`src/logic/usart_pkg.sv`:
```
// Shared constants and helpers for the serial transceiver core
`default_nettype none
package usart_pkg;
  localparam int unsigned CLK_HZ     = 50_000_000;
  localparam logic [4:0]  SPB_NORMAL = 5'h10;
  localparam logic [4:0]  SPB_DOUBLE = 5'h08;
  localparam logic [4:0]  VOTE_SPAN  = 5'h02;
  localparam logic [3:0]  SPI_BITS   = 4'h8;
  localparam logic [7:0]  LIN_SYNC   = 8'h55;
  localparam logic [1:0]  PAR_EVEN   = 2'h2;
  localparam logic [1:0]  PAR_ODD    = 2'h3;
  localparam logic [1:0]  RXM_NORMAL = 2'h0;
  localparam logic [1:0]  RXM_DOUBLE = 2'h1;
  localparam logic [1:0]  RXM_LIN    = 2'h2;
  localparam int          DATA_W     = 9;
  localparam int          ENTRY_W    = 12;
  localparam int          E_OVF      = 11;
  localparam int          E_FRAMING_FAULT_FLAG     = 10;
  localparam int          E_PARITY_FAULT_FLAG     = 9;
  localparam int          FIFO_DEPTH = 2;

  // Parity bit over the low n data bits; odd seeds the sum with one
  function automatic logic data_parity(input logic [8:0] d, input logic [3:0] n,
                                       input logic odd);
    logic p;
    p = odd;
    for (int i = 0; i < DATA_W; i++) begin
      if (i < int'(n)) begin
        p = p ^ d[i];
      end
    end
    return p;
  endfunction

  function automatic logic majority3(input logic [2:0] v);
    return (v[0] & v[1]) | (v[0] & v[2]) | (v[1] & v[2]);
  endfunction
endpackage
`default_nettype wire

```
`src/logic/usart_core.sv`:
```
// Serial transceiver core: transmit buffer, receiver, receive FIFO, pins
`timescale 1ns/1ns
`default_nettype none
module usart_core
  import usart_pkg::*;
(
  // Clock and reset
  input  wire logic        clk_in,
  input  wire logic        rstn_in,
  // Configuration
  input  wire logic        tx_enable_in,
  input  wire logic        rx_enable_in,
  input  wire logic        one_wire_in,
  input  wire logic        spi_mode_in,
  input  wire logic        bit_order_select_in,
  input  wire logic [1:0]  parity_select_in,
  input  wire logic [3:0]  char_size_in,
  input  wire logic        two_stop_in,
  input  wire logic [1:0]  receive_mode_field_in,
  input  wire logic [15:0] baud_div_in,
  // Transmit side of the host
  input  wire logic        tx_write_in,
  input  wire logic [8:0]  tx_data_in,
  input  wire logic        tx_complete_clear_in,
  output logic             tx_buffer_empty_flag_out,
  output logic             tx_complete_flag_out,
  // Receive side of the host
  input  wire logic        rx_read_in,
  output logic [8:0]       rx_data_out,
  output logic             framing_fault_flag_out,
  output logic             rx_overrun_flag_out,
  output logic             parity_fault_flag_out,
  output logic             rx_complete_flag_out,
  // Serial pins
  input  wire logic        rx_line_in,
  output logic             txd_out,
  output logic             txd_oe_n_out,
  output logic             transfer_clock_pin_out,
  output logic             xck_oe_n_out
);
  typedef enum logic [2:0] {R_IDLE, R_START, R_DATA, R_PAR, R_STOP} rx_state_t;

  logic [15:0]        div_reg;
  logic               tick_reg;
  logic [4:0]         spb;
  logic [4:0]         vote_lo;
  logic [4:0]         vote_hi;
  logic [3:0]         nb;
  logic [8:0]         tx_buf_reg;
  logic               eng_busy;
  logic               eng_done;
  logic               eng_load;
  logic [7:0]         spi_rx;
  rx_state_t          r_state_reg;
  logic [4:0]         scnt_reg;
  logic [3:0]         rbit_reg;
  logic [1:0]         votes_reg;
  logic               prev_reg;
  logic [8:0]         rdat_reg;
  logic               rpar_reg;
  logic               lin_pid_reg;
  logic               voted;
  logic               decide;
  logic               bit_end;
  logic               rx_on;
  logic               push;
  logic [ENTRY_W-1:0] push_entry;
  logic [ENTRY_W-1:0] head;
  logic               parity_fault_flag;
  logic               pid_ok;

  // Sample tick divider; one tick per oversample
  always_ff @(posedge clk_in or negedge rstn_in) begin
    if (!rstn_in) begin
      div_reg  <= '0;
      tick_reg <= 1'b0;
    end else if (div_reg >= baud_div_in) begin
      div_reg  <= '0;
      tick_reg <= 1'b1;
    end else begin
      div_reg  <= 16'(div_reg + 16'h1);
      tick_reg <= 1'b0;
    end
  end

  assign spb     = (receive_mode_field_in == RXM_DOUBLE) ? SPB_DOUBLE : SPB_NORMAL;
  assign vote_lo = spb >> 1;
  assign vote_hi = 5'(vote_lo + VOTE_SPAN);
  assign nb      = spi_mode_in ? SPI_BITS : char_size_in;

  // Transmit buffer: accepted only while empty, then handed to the engine
  assign eng_load = !tx_buffer_empty_flag_out && !eng_busy;

  always_ff @(posedge clk_in or negedge rstn_in) begin
    if (!rstn_in) begin
      tx_buf_reg               <= '0;
      tx_buffer_empty_flag_out <= 1'b1;
    end else if (tx_write_in && tx_buffer_empty_flag_out && tx_enable_in) begin
      tx_buf_reg               <= tx_data_in;
      tx_buffer_empty_flag_out <= 1'b0;
    end else if (eng_load) begin
      tx_buffer_empty_flag_out <= 1'b1;
    end
  end

  // Set wins over a clear in the same cycle
  always_ff @(posedge clk_in or negedge rstn_in) begin
    if (!rstn_in) begin
      tx_complete_flag_out <= 1'b0;
    end else if (eng_done && tx_buffer_empty_flag_out) begin
      tx_complete_flag_out <= 1'b1;
    end else if (tx_complete_clear_in || tx_write_in) begin
      tx_complete_flag_out <= 1'b0;
    end
  end

  // Pin override drops only once nothing is left to send
  always_ff @(posedge clk_in or negedge rstn_in) begin
    if (!rstn_in) begin
      txd_oe_n_out <= 1'b1;
      xck_oe_n_out <= 1'b1;
    end else if (tx_enable_in) begin
      txd_oe_n_out <= 1'b0;
      xck_oe_n_out <= !spi_mode_in;
    end else if (tx_buffer_empty_flag_out && !eng_busy) begin
      txd_oe_n_out <= 1'b1;
      xck_oe_n_out <= 1'b1;
    end
  end

  tx_engine u_tx (
    .clk_in       (clk_in),
    .rstn_in      (rstn_in),
    .tick_in      (tick_reg),
    .spb_in       (spb),
    .spi_mode_in  (spi_mode_in),
    .msb_first_in (bit_order_select_in),
    .parity_in    (parity_select_in),
    .nbits_in     (char_size_in),
    .two_stop_in  (two_stop_in),
    .load_in      (eng_load),
    .data_in      (tx_buf_reg),
    .miso_in      (rx_line_in),
    .busy_out     (eng_busy),
    .done_out     (eng_done),
    .line_out     (txd_out),
    .xck_out      (transfer_clock_pin_out),
    .spi_rx_out   (spi_rx)
  );

  // Asynchronous receiver
  assign rx_on   = rx_enable_in && !spi_mode_in;
  assign voted   = majority3({votes_reg, rx_line_in});
  assign decide  = tick_reg && scnt_reg == vote_hi;
  assign bit_end = tick_reg && scnt_reg == spb;

  always_ff @(posedge clk_in or negedge rstn_in) begin
    if (!rstn_in) begin
      prev_reg  <= 1'b1;
      votes_reg <= '0;
    end else if (tick_reg) begin
      prev_reg <= rx_line_in;
      if (scnt_reg >= vote_lo && scnt_reg < vote_hi) begin
        votes_reg <= {votes_reg[0], rx_line_in};
      end
    end
  end

  always_ff @(posedge clk_in or negedge rstn_in) begin
    if (!rstn_in) begin
      r_state_reg <= R_IDLE;
      scnt_reg    <= '0;
      rbit_reg    <= '0;
      rdat_reg    <= '0;
      rpar_reg    <= 1'b0;
    end else if (!rx_on) begin
      r_state_reg <= R_IDLE;
      scnt_reg    <= '0;
    end else if (r_state_reg == R_IDLE) begin
      if (tick_reg && prev_reg && !rx_line_in) begin
        r_state_reg <= R_START;
        // This tick is sample one, so the next tick must read as sample two
        scnt_reg    <= 5'h02;
        rbit_reg    <= '0;
        rdat_reg    <= '0;
      end
    end else if (tick_reg) begin
      scnt_reg <= bit_end ? 5'h01 : 5'(scnt_reg + 5'h01);
      if (decide) begin
        unique case (r_state_reg)
          R_START: if (voted) r_state_reg <= R_IDLE;
          R_DATA:  rdat_reg[rbit_reg] <= voted;
          R_PAR:   rpar_reg <= voted;
          R_STOP:  r_state_reg <= R_IDLE;
          default: r_state_reg <= R_IDLE;
        endcase
      end else if (bit_end) begin
        unique case (r_state_reg)
          R_START: r_state_reg <= R_DATA;
          R_DATA: begin
            if (rbit_reg != 4'(nb - 4'h1)) begin
              rbit_reg <= 4'(rbit_reg + 4'h1);
            end else begin
              r_state_reg <= parity_select_in[1] ? R_PAR : R_STOP;
            end
          end
          R_PAR:   r_state_reg <= R_STOP;
          default: r_state_reg <= R_IDLE;
        endcase
      end
    end
  end

  // Protected identifier: P0 is bit 6, P1 is bit 7
  assign pid_ok = (rdat_reg[6] == (rdat_reg[0] ^ rdat_reg[1] ^ rdat_reg[2] ^ rdat_reg[4]))
               && (rdat_reg[7] == !(rdat_reg[1] ^ rdat_reg[3] ^ rdat_reg[4] ^ rdat_reg[5]));

  always_comb begin
    if (receive_mode_field_in == RXM_LIN) begin
      parity_fault_flag = lin_pid_reg && !pid_ok;
    end else begin
      parity_fault_flag = parity_select_in[1]
          && rpar_reg != data_parity(rdat_reg, nb, parity_select_in == PAR_ODD);
    end
  end

  always_comb begin
    push       = 1'b0;
    push_entry = '0;
    if (spi_mode_in) begin
      push                      = eng_done && rx_enable_in;
      push_entry[DATA_W-1:0]    = {1'b0, spi_rx};
    end else if (rx_on && decide && r_state_reg == R_STOP) begin
      push                      = 1'b1;
      push_entry[DATA_W-1:0]    = rdat_reg;
      push_entry[E_FRAMING_FAULT_FLAG]        = !voted;
      push_entry[E_PARITY_FAULT_FLAG]        = parity_fault_flag;
    end
  end

  // The frame after a sync byte is taken as the protected identifier
  always_ff @(posedge clk_in or negedge rstn_in) begin
    if (!rstn_in) begin
      lin_pid_reg <= 1'b0;
    end else if (!rx_on) begin
      lin_pid_reg <= 1'b0;
    end else if (push) begin
      lin_pid_reg <= (push_entry[7:0] == LIN_SYNC);
    end
  end

  rx_fifo #(
    .W     (ENTRY_W),
    .DEPTH (FIFO_DEPTH)
  ) u_fifo (
    .clk_in    (clk_in),
    .rstn_in   (rstn_in),
    .flush_in  (!rx_enable_in),
    .push_in   (push),
    .data_in   (push_entry),
    .pop_in    (rx_read_in),
    .head_out  (head),
    .valid_out (rx_complete_flag_out),
    .full_out  ()
  );

  assign rx_data_out            = head[DATA_W-1:0];
  assign framing_fault_flag_out = head[E_FRAMING_FAULT_FLAG];
  assign rx_overrun_flag_out    = head[E_OVF];
  assign parity_fault_flag_out  = head[E_PARITY_FAULT_FLAG];
endmodule
`default_nettype wire

```
`src/logic/rx_fifo.sv`:
```
// Receive FIFO holding each frame with its error flags, head at entry zero
`timescale 1ns/1ns
`default_nettype none
module rx_fifo #(
  parameter int W     = 12,
  parameter int DEPTH = 2
) (
  // Clock and reset
  input  wire logic         clk_in,
  input  wire logic         rstn_in,
  // Control
  input  wire logic         flush_in,
  input  wire logic         push_in,
  input  wire logic [W-1:0] data_in,
  input  wire logic         pop_in,
  // Head and state
  output logic      [W-1:0] head_out,
  output logic              valid_out,
  output logic              full_out
);
  logic [W-1:0]     mem_reg [DEPTH];
  logic [W-1:0]     mem_next [DEPTH];
  logic [DEPTH-1:0] vld_reg;
  logic [DEPTH-1:0] vld_next;

  always_comb begin
    int slot;
    slot = 0;
    mem_next = mem_reg;
    vld_next = vld_reg;
    if (pop_in && vld_reg[0]) begin
      for (int i = 0; i < DEPTH - 1; i++) begin
        mem_next[i] = mem_reg[i+1];
      end
      vld_next = vld_reg >> 1;
    end
    for (int i = DEPTH - 1; i >= 0; i--) begin
      if (!vld_next[i]) begin
        slot = i;
      end
    end
    if (push_in) begin
      if (!vld_next[DEPTH-1]) begin
        mem_next[slot] = data_in;
        vld_next[slot] = 1'b1;
      end else begin
        // Frame dropped: the newest stored frame carries the overflow mark
        mem_next[DEPTH-1][W-1] = 1'b1;
      end
    end
  end

  always_ff @(posedge clk_in or negedge rstn_in) begin
    if (!rstn_in) begin
      vld_reg <= '0;
      for (int i = 0; i < DEPTH; i++) begin
        mem_reg[i] <= '0;
      end
    end else if (flush_in) begin
      vld_reg <= '0;
    end else begin
      vld_reg <= vld_next;
      mem_reg <= mem_next;
    end
  end

  assign head_out  = mem_reg[0];
  assign valid_out = vld_reg[0];
  assign full_out  = vld_reg[DEPTH-1];
endmodule
`default_nettype wire

```
`src/logic/tx_engine.sv`:
```
// Transmit shift engine for asynchronous frames and master SPI bytes
`timescale 1ns/1ns
`default_nettype none
module tx_engine
  import usart_pkg::*;
(
  // Clock and reset
  input  wire logic       clk_in,
  input  wire logic       rstn_in,
  // Timing and format
  input  wire logic       tick_in,
  input  wire logic [4:0] spb_in,
  input  wire logic       spi_mode_in,
  input  wire logic       msb_first_in,
  input  wire logic [1:0] parity_in,
  input  wire logic [3:0] nbits_in,
  input  wire logic       two_stop_in,
  // Frame load
  input  wire logic       load_in,
  input  wire logic [8:0] data_in,
  input  wire logic       miso_in,
  // Status and pins
  output logic            busy_out,
  output logic            done_out,
  output logic            line_out,
  output logic            xck_out,
  output logic [7:0]      spi_rx_out
);
  typedef enum logic [2:0] {T_IDLE, T_START, T_DATA, T_PAR, T_STOP} tx_state_t;
  tx_state_t  state_reg;
  logic [8:0] sh_reg;
  logic [4:0] cnt_reg;
  logic [3:0] bit_reg;
  logic       stop2_reg;
  logic [3:0] nb;
  logic [3:0] idx;
  logic       line_next;

  assign nb       = spi_mode_in ? SPI_BITS : nbits_in;
  // Bit order applies to SPI bytes only; asynchronous frames always go lsb first
  assign idx      = (spi_mode_in && msb_first_in) ? 4'(nb - 4'h1 - bit_reg) : bit_reg;
  assign busy_out = (state_reg != T_IDLE);

  always_comb begin
    line_next = 1'b1;
    unique case (state_reg)
      T_IDLE:  line_next = 1'b1;
      T_START: line_next = 1'b0;
      T_DATA:  line_next = sh_reg[idx];
      T_PAR:   line_next = data_parity(sh_reg, nb, parity_in == PAR_ODD);
      T_STOP:  line_next = 1'b1;
    endcase
  end

  always_ff @(posedge clk_in or negedge rstn_in) begin
    if (!rstn_in) begin
      state_reg <= T_IDLE;
      sh_reg    <= '0;
      cnt_reg   <= '0;
      bit_reg   <= '0;
      stop2_reg <= 1'b0;
      done_out  <= 1'b0;
    end else begin
      done_out <= 1'b0;
      if (state_reg == T_IDLE) begin
        if (load_in) begin
          sh_reg    <= data_in;
          cnt_reg   <= '0;
          bit_reg   <= '0;
          stop2_reg <= 1'b0;
          state_reg <= spi_mode_in ? T_DATA : T_START;
        end
      end else if (tick_in) begin
        if (cnt_reg != 5'(spb_in - 5'h1)) begin
          cnt_reg <= 5'(cnt_reg + 5'h1);
        end else begin
          cnt_reg <= '0;
          unique case (state_reg)
            T_START: state_reg <= T_DATA;
            T_DATA: begin
              if (bit_reg != 4'(nb - 4'h1)) begin
                bit_reg <= 4'(bit_reg + 4'h1);
              end else if (spi_mode_in) begin
                state_reg <= T_IDLE;
                done_out  <= 1'b1;
              end else begin
                state_reg <= parity_in[1] ? T_PAR : T_STOP;
              end
            end
            T_PAR:   state_reg <= T_STOP;
            default: begin
              if (two_stop_in && !stop2_reg) begin
                stop2_reg <= 1'b1;
              end else begin
                state_reg <= T_IDLE;
                done_out  <= 1'b1;
              end
            end
          endcase
        end
      end
    end
  end

  // Line and clock pins are registered one cycle after the state
  always_ff @(posedge clk_in or negedge rstn_in) begin
    if (!rstn_in) begin
      line_out <= 1'b1;
      xck_out  <= 1'b0;
    end else begin
      line_out <= line_next;
      xck_out  <= spi_mode_in && state_reg == T_DATA && cnt_reg >= (spb_in >> 1);
    end
  end

  // SPI input is taken where the clock rises, mid bit
  always_ff @(posedge clk_in or negedge rstn_in) begin
    if (!rstn_in) begin
      spi_rx_out <= '0;
    end else if (spi_mode_in && state_reg == T_DATA && tick_in
                 && cnt_reg == (spb_in >> 1)) begin
      spi_rx_out[idx[2:0]] <= miso_in;
    end
  end
endmodule
`default_nettype wire

```
`config.mk`:
```
export PLATFORM = sky130hd
export DESIGN_NAME = usart_core
export DESIGN_NICKNAME = d
export VERILOG_FILES = /design/src/logic/usart_pkg.sv /design/src/logic/usart_core.sv /design/src/logic/rx_fifo.sv /design/src/logic/tx_engine.sv
export SDC_FILE = /design/constraint.sdc
export NUM_CORES = 1
export LEC_CHECK = 0
export BUFFER_PORTS_ARGS = -buffer_cell sky130_fd_sc_hd__buf_2
export CAP_MARGIN = 20
export CORE_ASPECT_RATIO = 1.5
export CORE_UTILIZATION = 55
export DETAILED_ROUTE_END_ITERATION = 8
export PLACE_DENSITY = 0.72
export SETUP_SLACK_MARGIN = 0.3
export SYNTH_ARGS = -nofsm -noshare
export SYNTH_HDL_FRONTEND = slang
export SYNTH_HIERARCHICAL = 1
export SYNTH_SLANG_ARGS = --single-unit
```
`constraint.sdc`:
```
create_clock -name clk_in -period 4.85 [get_ports clk_in]
set_input_delay 0.7275 -clock clk_in [delete_from_list [all_inputs] [get_ports clk_in]]
set_output_delay 0.7275 -clock clk_in [all_outputs]
set_load 0.005 [all_outputs]
```
# == Word-level counts from Yosys, hierarchy flattened ==
# Cells that the tools add are included.
# op_classes
addsub,9
order_cmp,22
eq_ne,35
n_mux,140
n_bitwise,33
n_reduce_logical,69
# ops
op,n
1-bit two-way mux,67
4-bit two-way mux,15
9-bit two-way mux,6
5-bit two-way mux,10
3-bit two-way mux,16
12-bit two-way mux,3
"32-bit by 2-bit greater-or-equal comparator with 1-bit output, second input constant",1
"32-bit by 1-bit less-than comparator with 1-bit output, second input constant",1
1-bit inverter with 32-bit output,1
1-bit logical AND,28
5-bit AND reduction,5
24-bit bitwise mux,1
24-bit two-way mux,1
2-bit nonzero test,12
1-bit bitwise XOR,24
11-bit two-way mux,2
3-bit case mux with 3 select lines,2
"16-bit by 1-bit adder with 16-bit output, second input constant",1
16-bit greater-or-equal comparator,1
"3-bit by 4-bit less-than comparator with 1-bit output, first input constant",4
16-bit two-way mux,1
12-bit demux with 1-bit select,1
"3-bit by 2-bit == test with 1-bit output, second input constant",4
2-bit two-way mux,6
other kinds (57),95
# word_totals
reg_bits,115
input_bits,45
out_inout_bits,19
wordCells,336

# == Longest topological paths before layout ==
# depth
word_depth,36
depth_mapped,13
ltp_nobuf,11

# == By module ==
# Netlist, hierarchy kept.
# modules_own_cells
mod,instances,cells_per_inst,area_per_inst_um2,seq_area_each_um2
usart_core,1,412,3717.3,1406.3
tx_engine,1,273,2324.7,827.0
rx_fifo,1,100,1291.2,650.6

# == Least setup slack after synthesis ==
# No wires, ideal clock.
# synth_timing
kind,input to register
start,input port receive_mode_field_in[1]
end,register u_fifo/mem_reg[0] (netlist name)
setup_time_ns,0.125
arrival_time_ns,3.156
required_ns,4.725
slack_ns,1.569
stages,12
n_path_buf,2
path_cell_list,nand2b_1 -> inv_1 -> ha_1 -> nand3b_1 -> nor3_2 -> and4_1 -> clkbuf_1 -> a31o_2 -> nand2_1 -> a211oi_2 -> buf_6 -> mux2_4
# synth_between
elab_chain_cells,10
elab_cells_between_ends,13
classes_between,add/sub (1); eq/ne (2); mux (6); reduce/logical (4)
# synth_rtl
element,line_no,text
from (decl),usart_core.sv:19,"input wire logic [1:0] receive_mode_field_in,"
2-bit by 1-bit == test with 1-bit output,usart_core.sv:86,assign spb = (receive_mode_field_in == RXM_DOUBLE) ? SPB_DOUBLE : SPB_NORMAL;
5-bit two-way mux,usart_core.sv:86,
via spb[3],usart_core.sv:45,logic [4:0] spb;
4-bit by 2-bit adder with 5-bit output,usart_core.sv:88,assign vote_hi = 5'(vote_lo + VOTE_SPAN);
5-bit == test,usart_core.sv:154,assign decide = tick_reg && scnt_reg == vote_hi;
1-bit logical AND,usart_core.sv:154,
1-bit logical AND (2 in a row),usart_core.sv:233,end else if (rx_on && decide && r_state_reg == R_STOP) begin
1-bit two-way mux,usart_core.sv:233,
1-bit two-way mux,usart_core.sv:230,if (spi_mode_in) begin
via push,usart_core.sv:66,logic push;
3-bit AND reduction (no source line),--,
to (signal assigned),rx_fifo.sv:63,mem_reg <= mem_next;
to (decl),rx_fifo.sv:21,logic [W-1:0] mem_reg [DEPTH];
# The timed path passes the listed nets, and every way through them passes these cells.
# A chain may end at the register's enable or synchronous reset.

# == Worst setup path in the final report ==
# layout_timing
start,input port receive_mode_field_in[1]
end,register u_fifo/mem_reg[1] (netlist name)
# Same word-level chain as after synthesis.

==> impl_metrics.tcl <==
set metrics [dict create \
    status "completed" \
    fmax_ghz 0.268 \
    syn_avg_cell_area_um2 9.34 \
    diodes 0 \
    port_buffers 62 \
    drive_gt1_frac 0.178 \
    h-tree-depth 4 \
    synth_edf_count 0 \
    r2r-start "scnt_reg[3]$_DFFE_PN0P_" \
    die_h_um 143 \
    grt_overflow 0 \
    ir_drop_v 0.000260 \
    clk_latency_ps 410 \
    finalCriticalPeriod_ps 3730 \
    worstSetupEndpointType "flop" \
    track_usage 0.262 \
    cell_internal_pwr_w 0.00230 \
    grt_pass1_vias 6106 \
    synth-async-reset-ratio 1.00 \
    die-area_um2 13800 \
    tns_ps 0 \
    yosysWarnings 6 \
    slew_violations 0 \
    slew_headroom 0.528 \
    core_um2 13000 \
    rows 51 \
    p_comb_frac 0.243 \
    critPathMaxFanout 14 \
    largest_register_ff_count 16 \
    syn_to_final_growth_pct 13.5 \
    nFillCells 1090 \
    firstDrtPassIters 5 \
    synth_top_area_share 0.375 \
    synth_area_um2 7330 \
    cp.arrival_ps 4020 \
    postCtsSetupRepairBufs 0 \
    yosys-top-cells-count "dfrtp_1 (110), nand2_1 (92), nor2_1 (70), inv_1 (46), ha_1 (37)" \
    cts_made_buffers 17 \
    power.switching_w 0.00109 \
    hold_path_class "in -> async" \
    reg2reg_depth 9 \
    crit_start "receive_mode_field_in[1]" \
    layout.nets 929 \
    power_density_nw_per_um2 407 \
    vias 5996 \
    antenna_found_initial 0 \
    synth.top_cells.by_area "dfrtp_1 (38%), ha_1 (6.3%), nand2_1 (4.7%), mux2_2 (3.7%), nor2_1 (3.6%)" \
    seq_area_frac_synth 0.393 \
    tightest_slew_ps 708 \
    hold_viol 0 \
    synthDistinctLibCells 81 \
    dr.first_iter.drc_count 229 \
    cts-resized-gates 0 \
    seq_power_share 0.387 \
    cts_hold_buffers 0 \
    rsz0062_at_grt "no" \
    synth_most_common_cell "dfrtp_1" \
    clkSlewWorstSetupHoldPaths_ps 60 \
    dieWidth_um 96.3 \
    grt_pass1_wl_mm 28.1 \
    drcViolationCount 0 \
    cp-start-kind "input pin" \
    worst_ep_required_time_ps 5140 \
    gp_congestion 0.902 \
    synth-seq-cells 115 \
    drtAntennaViolNets 0 \
    cts-root-buf "clkbuf_16" \
    grt_max_degree 82 \
    setup_viol 0 \
    r2r_slack_ps 1610 \
    cts_tree "done" \
    routedWlPerCell_um 16.7 \
    hpwl_mm 12.3 \
    fin_worst_skew_ps 6.26 \
    reg2reg_to "u_fifo/mem_reg[1]$_DFFE_PN0P_" \
    totalWireLength_mm 17.0 \
    yosys.area.top_type "dfrtp_1" \
    start_util 0.563 \
    cap_violations 0 \
    crit_type "in -> reg" \
    timing.final.crit_share 0.769 \
    cts_sinks 115 \
    synth-main-ff-cell "dfrtp_1" \
    power.leakage_nw 4.01 \
    clock_path_buffers 2 \
    holdWs_ps 145 \
    p_clk_frac 0.370 \
    synth_cells 785 \
    via_per_inst 5.89 \
    switching_share 0.320 \
    io_pins 64 \
]
## worst max-delay path by stage
stage	endpoint	cells past startpoint	slack (ps)
3_5_place_dp	u_fifo/mem_reg[1]$_DFFE_PN0P_	12	730
5_1_grt	u_fifo/mem_reg[1]$_DFFE_PN0P_	12	870
3_3_place_gp	u_fifo/mem_reg[1]$_DFFE_PN0P_	12	860
6_report	u_fifo/mem_reg[1]$_DFFE_PN0P_	12	1120
4_1_cts	u_fifo/mem_reg[1]$_DFFE_PN0P_	12	1140
2_1_floorplan	u_fifo/mem_reg[0]$_DFFE_PN0P_	12	1570
## metrics by stage
step	utilization	setup WS (ps)	std cells	instance area [um2]	total power (W)
after CTS	0.637	1140	1017	8290	0.00340
after global routing	0.639	873	1018	8320	0.00359
final	0.639	1120	1018	8320	0.00339
after floorplan	-	1570	797	7380	0.00190
after detailed placement	0.592	733	985	7700	0.00213
after global placement	0.592	861	985	7700	0.00208
## power by group through the flow
stage               combinational, W  sequential (W)  clock [W]
floorplan                   0.000661         0.00124          0
CTS                         0.000824         0.00131    0.00127
detailed placement          0.000809         0.00132          0
finish                      0.000825         0.00131    0.00125
global placement            0.000766         0.00131          0
global route                0.000924         0.00134    0.00132
## cell families (layout without fill, tap and decap cells)
logic type / after synthesis / after routing / synth area share
AND/OR/NAND/NOR: 303 / 303 / 0.205
AO/OA/AOI/OAI: 145 / 145 / 0.140
flip-flops: 115 / 115 / 0.393
buffers and inverters: 85 / 147 / 0.0554
XOR/XNOR: 56 / 56 / 0.0706
multiplexers: 41 / 41 / 0.0682
adder cells (fa/ha/maj): 39 / 39 / 0.0672
other: 1 / 13 / 0.000511
## placed cells by master (no fill, tap or decap), types with 24 or more instances in the layout
| cell | n |
|---|---|
| mux2_2 | 24 |
| o21ai_0 | 35 |
| nand2_1 | 92 |
| xor2_1 | 26 |
| a21oi_1 | 27 |
| ha_1 | 37 |
| inv_1 | 46 |
| nor2_1 | 70 |
| buf_2 | 61 |
| xnor2_1 | 28 |
| dfrtp_1 | 110 |
## worst max-delay path, cell delays in order
cell      delay [ps]
buf_2             90
nand2b_1         240
inv_1            210
ha_1             360
nand3b_1         120
nor3_2           480
and4_1           580
a31o_2           290
nand2_1          110
a211oi_2         180
buf_4            270
mux2_2           360
## per-layer routing
layer / global-route usage / vias to the layer above / share of wire
met4: 0.124 / 0 / 0.030
met3: 0.0471 / 44 / 0.038
met2: 0.474 / 159 / 0.54
met1: 0.289 / 2921 / 0.40
li1: - / 2872 / -
met5: 0 / - / 0
## cell type report
type                       count  area, um2  share of cell area
timing repair buffer          69        385              0.0463
multi-input combinational    597       4090               0.491
inverter                      46        173              0.0207
sequential                   115       2880               0.347
clock inverter                13        160              0.0192
tap                          159        199              0.0239
clock buffer                  19        433              0.0520
(Power assumes the default switching activity.)
